$ cat config.mk
export PLATFORM = sky130hd
export DESIGN_NAME = synth_divider_config_loader
export DESIGN_NICKNAME = d
export VERILOG_FILES = /design/src/hdl/synth_loader_pkg.sv /design/src/hdl/synth_divider_config_loader.sv
export SDC_FILE = /design/constraint.sdc
export NUM_CORES = 1
export LEC_CHECK = 0
export ABC_AREA = 1
export ABC_CLOCK_PERIOD_IN_PS = 1500
export BUFFER_PORTS_ARGS = -buffer_cell sky130_fd_sc_hd__buf_4
export CAP_MARGIN = 20
export CORE_AREA = 2 2 141 74
export DETAILED_ROUTE_END_ITERATION = 8
export DIE_AREA = 0 0 143 76
export HOLD_SLACK_MARGIN = 0.05
export PLACE_DENSITY = 0.71
export SLEW_MARGIN = 20
export SYNTH_ARGS = -nofsm -noshare
export SYNTH_HDL_FRONTEND = slang
export SYNTH_SLANG_ARGS = --single-unit
$ cat constraint.sdc
create_clock -name clock -period 1.5 [get_ports clock]
set_input_delay 0.3 -clock clock [delete_from_list [all_inputs] [get_ports clock]]
set_output_delay 0.3 -clock clock [all_outputs]
set_load 0.005 [all_outputs]
$ cat src/hdl/synth_loader_pkg.sv
// Constants shared by the divider configuration loader
`default_nettype none
package synth_loader_pkg;
  localparam int SHIFT_W = 18;
  localparam int REF_W = 10;
  localparam int SWALLOW_W = 4;
  localparam int PULSE_W = 12;
  localparam int CHAN_W = SWALLOW_W + PULSE_W;
  localparam int SEL_W = 6;
  localparam int NUM_CHAN = 64;
  localparam int GROUP_W = 2;
  // Serial word lengths in bits
  localparam int REF_WORD_LEN = 12;
  localparam int CHAN_WORD_LEN = 18;
  // Group code values (last bit, second-last bit)
  localparam logic [1:0] GC_REF = 2'h3;
  localparam logic [1:0] GC_CHAN = 2'h2;
  // Reference word: ratio in bits 9:0, group code in bits 11:10
  localparam int REF_GC_POS = 10;
  // Channel word: A in 3:0, B in 15:4, group code in 17:16
  localparam int SWALLOW_POS = 0;
  localparam int PULSE_POS = 4;
  localparam int CHAN_GC_POS = 16;
  localparam logic [9:0] REF_RESET = 10'h003;
  localparam logic [15:0] CHAN_RESET = 16'h0030;
  localparam logic [15:0] REF_FIXED_STRAP = 16'h0320;
  localparam logic [9:0] REF_FIXED_PROG = 10'h190;
  localparam int ROW_W = 3;
endpackage
`default_nettype wire
$ cat src/hdl/synth_divider_config_loader.sv
// Serial and pin-strapped loader for the synthesizer divider settings
// Notes on behaviour
// - Serial data is shifted in on every rising edge of the serial clock.
// - The last two shifted bits are decoded as a group code naming the target divider.
// - A high level on load enable moves the shifted word into the selected divider.
// - While load enable is high the shift contents are delivered to the selected divider.
// - The 6-bit channel select is decoded into 64 one-hot lines by row and column.
// - Each decoded line selects one stored 18-bit division word for the counters.
// - A channel select pin reads low when floating and high when tied to supply.
// - The 64 channels form four groups chosen by the select value.
// - Groups one and two assume a 25 kHz reference, groups three and four 5 kHz.
// - The reference word is a 10-bit ratio followed by group code bits both one.
// - The channel word is 4-bit A, 12-bit B, group code second bit zero, last bit one.
// - In the strapped variant the reference ratio is fixed at 400, a total of 800.
`default_nettype none
module synth_divider_config_loader (
  // Clock and reset
  input wire logic clock,
  input wire logic rst_b,
  // Three-wire serial port
  input wire logic serialClk,
  input wire logic serialData,
  input wire logic loadEnable,
  // Variant select: high selects pin-strapped mode
  input wire logic strapMode,
  // Channel select pins
  input wire logic [synth_loader_pkg::SEL_W-1:0] channelSelectPins,
  // Divider outputs
  output logic [synth_loader_pkg::REF_W-1:0] referenceRatioBits,
  output logic [15:0] referenceTotal,
  output logic [synth_loader_pkg::SWALLOW_W-1:0] swallowCount,
  output logic [synth_loader_pkg::PULSE_W-1:0] pulseCount,
  output logic referenceIs25k,
  output logic [synth_loader_pkg::GROUP_W-1:0] channelGroup
);
  import synth_loader_pkg::*;

  // Two-flop synchronisers; first stage read only by second
  logic [2:0] syncA_reg;
  logic [2:0] syncB_reg;
  logic [SEL_W-1:0] selA_reg;
  logic [SEL_W-1:0] selB_reg;
  logic modeA_reg;
  logic modeB_reg;
  logic clkPrev_reg;

  always_ff @(posedge clock) begin
    if (!rst_b) begin
      syncA_reg <= 3'h0;
      syncB_reg <= 3'h0;
      selA_reg <= 6'h00;
      selB_reg <= 6'h00;
      modeA_reg <= 1'b0;
      modeB_reg <= 1'b0;
      clkPrev_reg <= 1'b0;
    end else begin
      syncA_reg <= {loadEnable, serialData, serialClk};
      syncB_reg <= syncA_reg;
      selA_reg <= channelSelectPins;
      selB_reg <= selA_reg;
      modeA_reg <= strapMode;
      modeB_reg <= modeA_reg;
      clkPrev_reg <= syncB_reg[0];
    end
  end

  logic clkRise;
  assign clkRise = syncB_reg[0] & ~clkPrev_reg;

  // Shift register; newest bit enters at the top so the LSB ends lowest
  logic [SHIFT_W-1:0] shift_reg;
  always_ff @(posedge clock) begin
    if (!rst_b) begin
      shift_reg <= 18'h0_0000;
    end else if (clkRise) begin
      shift_reg <= {syncB_reg[1], shift_reg[SHIFT_W-1:1]};
    end
  end

  // Kept until the next serial clock so the count restarts at 1 on the first bit after a load, however long
  logic wordDone_reg;
  always_ff @(posedge clock) begin
    if (!rst_b) begin
      wordDone_reg <= 1'b0;
    end else if (syncB_reg[2]) begin
      wordDone_reg <= 1'b1;
    end else if (clkRise) begin
      wordDone_reg <= 1'b0;
    end
  end

  // Bits since the last load; saturates so a long burst never aliases
  logic [5:0] bitCount_reg;
  always_ff @(posedge clock) begin
    if (!rst_b) begin
      bitCount_reg <= 6'h00;
    end else if (clkRise) begin
      if (wordDone_reg) begin
        bitCount_reg <= 6'h01;
      end else if (bitCount_reg < 6'h3f) begin
        bitCount_reg <= bitCount_reg + 6'h01;
      end
    end
  end

  // Short words sit high in the register; realign by length
  logic [SHIFT_W-1:0] word;
  assign word = shift_reg >> (SHIFT_W - REF_WORD_LEN);
  logic [1:0] refCode;
  logic [1:0] chanCode;
  assign refCode = word[REF_GC_POS +: 2];
  assign chanCode = shift_reg[CHAN_GC_POS +: 2];

  // Length and code must both match, else the word is dropped
  logic refWord;
  logic chanWord;
  assign refWord = (bitCount_reg == 6'(REF_WORD_LEN)) && (refCode == GC_REF);
  assign chanWord = (bitCount_reg == 6'(CHAN_WORD_LEN)) && (chanCode == GC_CHAN);

  // Serial mode divider registers, reloaded while load enable stays high
  logic [REF_W-1:0] progRef_reg;
  always_ff @(posedge clock) begin
    if (!rst_b) begin
      progRef_reg <= REF_RESET;
    end else if (syncB_reg[2] && refWord) begin
      progRef_reg <= word[REF_W-1:0];
    end
  end

  logic [CHAN_W-1:0] progChan_reg;
  always_ff @(posedge clock) begin
    if (!rst_b) begin
      progChan_reg <= CHAN_RESET;
    end else if (syncB_reg[2] && chanWord) begin
      progChan_reg <= shift_reg[CHAN_W-1:0];
    end
  end

  // Row/column decode of the strap value into one-hot lines
  function automatic logic [NUM_CHAN-1:0] decodeSel(input logic [SEL_W-1:0] sel);
    logic [7:0] row;
    logic [7:0] col;
    logic [NUM_CHAN-1:0] lines;
    row = 8'h01 << sel[SEL_W-1:ROW_W];
    col = 8'h01 << sel[ROW_W-1:0];
    for (int r = 0; r < 8; r++) begin
      for (int c = 0; c < 8; c++) begin
        lines[r*8+c] = row[r] & col[c];
      end
    end
    return lines;
  endfunction

  // Stored words: fixed table, B=3+index, A=0
  function automatic logic [SHIFT_W-1:0] romWord(input logic [NUM_CHAN-1:0] lines);
    logic [SHIFT_W-1:0] w;
    w = 18'h0_0000;
    for (int i = 0; i < NUM_CHAN; i++) begin
      if (lines[i]) begin
        w = {GC_CHAN, 6'h0, 6'(i), 4'h0} + 18'h0_0030;
      end
    end
    return w;
  endfunction

  logic [NUM_CHAN-1:0] lines;
  logic [SHIFT_W-1:0] romSel;
  assign lines = decodeSel(selB_reg);
  assign romSel = romWord(lines);

  // Fixed halving stage ahead of the programmable ratio
  function automatic logic [15:0] refTotalOf(input logic [REF_W-1:0] ratio);
    return {5'h00, ratio, 1'b0};
  endfunction

  // Output registers, one per divider field
  always_ff @(posedge clock) begin
    if (!rst_b) begin
      referenceRatioBits <= REF_RESET;
    end else if (modeB_reg) begin
      referenceRatioBits <= REF_FIXED_PROG;
    end else begin
      referenceRatioBits <= progRef_reg;
    end
  end

  always_ff @(posedge clock) begin
    if (!rst_b) begin
      referenceTotal <= refTotalOf(REF_RESET);
    end else if (modeB_reg) begin
      referenceTotal <= REF_FIXED_STRAP;
    end else begin
      referenceTotal <= refTotalOf(progRef_reg);
    end
  end

  always_ff @(posedge clock) begin
    if (!rst_b) begin
      swallowCount <= CHAN_RESET[SWALLOW_POS +: SWALLOW_W];
    end else if (modeB_reg) begin
      swallowCount <= romSel[SWALLOW_POS +: SWALLOW_W];
    end else begin
      swallowCount <= progChan_reg[SWALLOW_POS +: SWALLOW_W];
    end
  end

  always_ff @(posedge clock) begin
    if (!rst_b) begin
      pulseCount <= CHAN_RESET[PULSE_POS +: PULSE_W];
    end else if (modeB_reg) begin
      pulseCount <= romSel[PULSE_POS +: PULSE_W];
    end else begin
      pulseCount <= progChan_reg[PULSE_POS +: PULSE_W];
    end
  end

  // Group and rate flags only mean something in the strapped variant
  always_ff @(posedge clock) begin
    if (!rst_b) begin
      channelGroup <= 2'h0;
    end else if (modeB_reg) begin
      channelGroup <= selB_reg[SEL_W-1 -: GROUP_W];
    end else begin
      channelGroup <= 2'h0;
    end
  end

  always_ff @(posedge clock) begin
    if (!rst_b) begin
      referenceIs25k <= 1'b0;
    end else if (modeB_reg) begin
      referenceIs25k <= ~selB_reg[SEL_W-1];
    end else begin
      referenceIs25k <= 1'b0;
    end
  end
endmodule
`default_nettype wire

# Word-level counts from Yosys, hierarchy flattened
# Cells that the tools add are included.
[word_totals]
reg_bits = 112
elab_cells = 176
[classes]
n_addsub = 1
order_cmp = 1
eq_ne = 4
shifts = 2
mux = 72
bitwise_logic = 68
reduce_logical = 9
[op_table]
columns = ["op", "n"]
rows = [
  ["$mux 16", 63],
  ["$and 1x1->1", 65],
  ["$mux 6", 3],
  ["$shl 1x3->8 const A", 2],
  ["$mux 12", 1],
  ["$mux 10", 1],
  ["$mux 9", 1],
  ["$add 6x1->6 const B", 1],
  ["$eq 6x4->1 const B", 1],
  ["$eq 6x5->1 const B", 1],
  ["$lt 6x6->1 const B", 1],
  ["$eq 2x2->1 const B", 2],
  ["$logic_and 1x1->1", 4],
  ["$mux 4", 1],
  ["$reduce_and 2->1", 2],
  ["$reduce_bool 2->1", 2],
  ["$not 1->1", 3],
  ["$mux 1", 2],
  ["$reduce_or 2->1", 1],
]

# Longest topological paths before layout
[logic_depth]
ltp_word = 67
depth_mapped = 10

# Least setup slack after synthesis
# No wires, ideal clock.
[synth_path]
path_kind = "register to register"
startpoint = "reg bitCount_reg[1]"
endpoint = "reg bitCount_reg[3]"
setup_time_ns = 0.122
arrival_time_ns = 1.139
required_time_ns = 1.378
path_slack_ns = 0.239
path_stages_with_launch = 11
n_path_buf = 0
synth_period_minus_slack_ns = 1.261
path_cell_list = "dfxtp_1 ha_1 inv_1 nor2_2 nand4_2 nand2_4 inv_4 nand2_1 nand2_1 nand2_1 nor2_1"
[synth_via]
elab_chain_cells = 3
[synth_lines]
columns = ["element", "line", "text"]
rows = [
  ["from (decl)", "synth_divider_config_loader.sv:93", "logic [5:0] bitCount_reg;"],
  ["from (signal assigned)", "synth_divider_config_loader.sv:101", "bitCount_reg <= bitCount_reg + 6'h01;"],
  ["$add 6x1->6 or $lt 6x6->1 (tied branches)", "synth_divider_config_loader.sv:101, synth_divider_config_loader.sv:100", ""],
  ["$mux 6 or $reduce_bool 2->1 (tied branches)", "n/a", ""],
  ["$mux 6 or $reduce_and 2->1 (tied branches)", "n/a", ""],
]
# Several ways; a longest one is shown, not always the timed one. The select of a mux whose other input is x is not followed.
# A chain may end at the register's enable or synchronous reset.

# Worst setup path after layout
# Ends and elaborated chain as after synthesis.

==> results.py <==
metrics = {
    "finish": {
        "fillCellCount": 957,
        "flip_flop_count_of_the_largest_register_after_layout": 18,
        "layout.area.seq_um2": 2030,
        "drive_gt1_frac": 0.188,
        "finalNetCount": 538,
        "multi_input_logic_area_um2": 1290,
        "area_growth_syn_to_layout_pct": 18.9,
        "insertedDiodeCount": 0,
    },
    "yosys": {
        "share_of_the_synthesized_area_in_the_top_cell_type": 0.534,
        "postSynth.asyncResetShare": 0,
        "synth-edff-count": 0,
        "netlist_top_cells_count": "101 x sky130_fd_sc_hd__dfxtp_1, 71 x sky130_fd_sc_hd__inv_1, 71 x sky130_fd_sc_hd__nor2_1, 69 x sky130_fd_sc_hd__nand2_1, 33 x sky130_fd_sc_hd__a21oi_1",
        "post_synthesis_sequential_element_count": 101,
        "yosysWarningCount": 0,
        "synthesis.area_per_instance_um2": 7.87,
        "yosysMostFrequentCell": "sky130_fd_sc_hd__dfxtp_1",
        "flip_flop_cell_with_the_highest_count_after_synthesis": "sky130_fd_sc_hd__dfxtp_1",
        "netlist_area_um2": 3790,
        "syn-instance-count": 481,
        "yosysSeqAreaShare": 0.534,
        "synth_cell_types": 30,
        "ys_top_cells_by_area": "sky130_fd_sc_hd__dfxtp_1 53%, sky130_fd_sc_hd__inv_1 7.0%, sky130_fd_sc_hd__nor2_1 7.0%",
        "synth.largest_area_cell": "sky130_fd_sc_hd__dfxtp_1",
    },
    "sta": {
        "accumulated_negative_setup_slack_ps": 0,
        "hold_slack_ps": 139,
        "layout_worst_path_cycle_share": 0.939,
        "drv_slew": 0,
        "worst_clock_skew_ps": 4.48,
        "max_clock_freq_mhz": 710,
        "setup_repair_after_global_routing_missed_its_margin": "false",
        "number_of_failing_hold_endpoints_at_the_final_stage": 0,
        "finalSetupViolations": 0,
        "final_period_minus_worst_setup_slack_ps": 1410,
    },
    "clocking": {
        "ctsHtreeMaxLevel": 3,
        "root_buffer": "sky130_fd_sc_hd__clkbuf_16",
        "maximum_buffer_depth_of_the_clock_tree": 2,
        "holdBufCountCts": 0,
        "cts_sinks": 101,
        "total_clock_buffers_created_by_cts": 9,
        "tritoncts": "built",
        "cts_post_setup_buffers_inserted": 0,
        "clkSlewWorstSetupHoldPaths_ps": 60,
        "clock_latency_on_the_worst_skew_pair_ps": 340,
        "cts.repair.resized": 0,
    },
    "setup_path": {
        "required_ps": 1720,
        "cp-end-kind": "flop",
        "timing.critical_path.fanout_max": 7,
        "worst_path_most_repeated_cell": "sky130_fd_sc_hd__nand2_1",
        "worstPathArrival_ps": 1630,
        "crit_path_cells": "ha_1, inv_1, nor2_2, nand4_2, nand2_4, inv_4, nand2_1, nand2_1, nand2_1, nor2_1",
        "crit_type": "reg2reg",
        "max_stage_delay_ps": 380,
        "timing.critical_path.from_type": "flop",
        "critical_path.slowest_cell": "sky130_fd_sc_hd__dfxtp_2",
    },
    "run": {
        "cap_violations": 0,
    },
    "grt": {
        "overflow": 0,
        "grt_start_max_net_pins": 41,
        "grt_antenna_before_repair": 0,
        "global_route_wire_length_before_repair_um": 12400,
        "first_global_vias": 2642,
        "all_layer_gr_usage": 0.145,
    },
    "place": {
        "dp_hpwl_um": 5410,
        "port_buffers": 50,
        "gp_congestion": 0.862,
    },
    "detailed_routing": {
        "drc": 0,
        "total_vias_in_the_final_route": 2925,
        "drt_pre_antenna_iters": 4,
        "post_drt_wl_per_cell_um": 11.1,
        "wirelength_um": 7410,
        "drt-initial-drc-count": 141,
        "detail_route.vias_per_cell": 4.39,
        "ant_nets": 0,
    },
    "floorplanning": {
        "initial_core_util": 0.387,
        "num_io_pins": 57,
        "std_cell_rows": 26,
        "coreArea_um2": 9790,
        "die_area_um2": 10900,
        "die_width_um": 143,
        "dieHeight_um": 76,
    },
    "power": {
        "power_density_nw_per_um2": 1130,
        "worst_ir_drop_vdd_mv": 0.660,
        "cellLeakagePower_nw": 2.13,
    },
    "worst_hold_path": {
        "hold_class": "in2reg",
    },
    "run_status": {
        "outcome": "completed",
    },
}
per-layer routing:
metal / vias to the layer above / share of wire / GRT usage
met1: 1285 / 0.53 / 0.217
met4: 0 / 0.0092 / 0.0564
met2: 79 / 0.38 / 0.189
met3: 5 / 0.074 / 0.0478
met5: - / 0 / 0
li1: 1556 / - / -
kinds of logic after synthesis:
family | after synthesis | synth area share
buffers and inverters | 111 | 0.131
and+or+nand+nor | 176 | 0.200
xor gates and xnor gates | 1 | 0.00231
adders and majority gates | 3 | 0.00992
DFF | 101 | 0.534
other | 1 | 0.000990
AOI/OAI and AO/OA | 88 | 0.122
cells in the final DEF (no fill, tap or decap), types with 2 or more instances in the layout:
cell type                    count
sky130_fd_sc_hd__dfxtp_1        94
sky130_fd_sc_hd__o21ai_0        28
sky130_fd_sc_hd__nand3_1        19
sky130_fd_sc_hd__conb_1          6
sky130_fd_sc_hd__dfxtp_2         7
sky130_fd_sc_hd__clkbuf_16       9
sky130_fd_sc_hd__inv_1          70
sky130_fd_sc_hd__buf_6           2
sky130_fd_sc_hd__buf_4          56
sky130_fd_sc_hd__clkinvlp_4      2
sky130_fd_sc_hd__ha_1            3
sky130_fd_sc_hd__nand2_2         2
sky130_fd_sc_hd__nand2_1        69
sky130_fd_sc_hd__nand4_2         2
sky130_fd_sc_hd__inv_2           7
sky130_fd_sc_hd__nor3_1          3
sky130_fd_sc_hd__nor2_1         71
sky130_fd_sc_hd__nor2_4          2
sky130_fd_sc_hd__a21oi_1        33
sky130_fd_sc_hd__nor2_2          4
sky130_fd_sc_hd__o211ai_1        6
sky130_fd_sc_hd__o21ai_1        19
report_power, final:
group          switching (mW)  internal, mW
combinational           0.154        0.0927
clock                   0.919          1.15
sequential             0.0455          2.74
total                    1.12          3.99
area by class of cell:
cell class,instances,share of cell area
Clock inverter,3,0.00528
Sequential cell,101,0.451
Timing Repair Buffer,58,0.0984
Tap cell,140,0.0389
Clock buffer,11,0.0539
Inverter,79,0.0664
Multi-Input combinational cell,274,0.286
worst max-delay path, delay by kind of cell (launching register included):
family                     cells  cell delay [ps]
DFF                            1              380
buffers and inverters          2              120
adders and majority gates      1              180
and+or+nand+nor                7              630
worst paths after layout:
| kind | from | to | cells after the start | slack, ps |
|---|---|---|---|---|
| max | bitCount_reg[1] | bitCount_reg[3] | 10 | 90 |
| min | serialClk | syncA_reg[0] | 3 | 140 |
| max reg2reg | bitCount_reg[1] | bitCount_reg[3] | 10 | 90 |
| min reg2reg | selA_reg[3] | selB_reg[3] | 2 | 410 |
metrics by stage:
stage               std cells  setup slack (ps)   util  power, mW  instance area (µm²)
floorplan                 486               239      -       3.01                 3800
global placement          652               110  0.431       3.09                 4220
detailed placement        652              50.9  0.431       3.09                 4220
CTS                       666              38.7  0.458       5.18                 4490
global route              666              24.4  0.460       5.33                 4500
finish                    666              91.8  0.460       5.11                 4500
No activity file was read; power rests on OpenSTA's default activity.
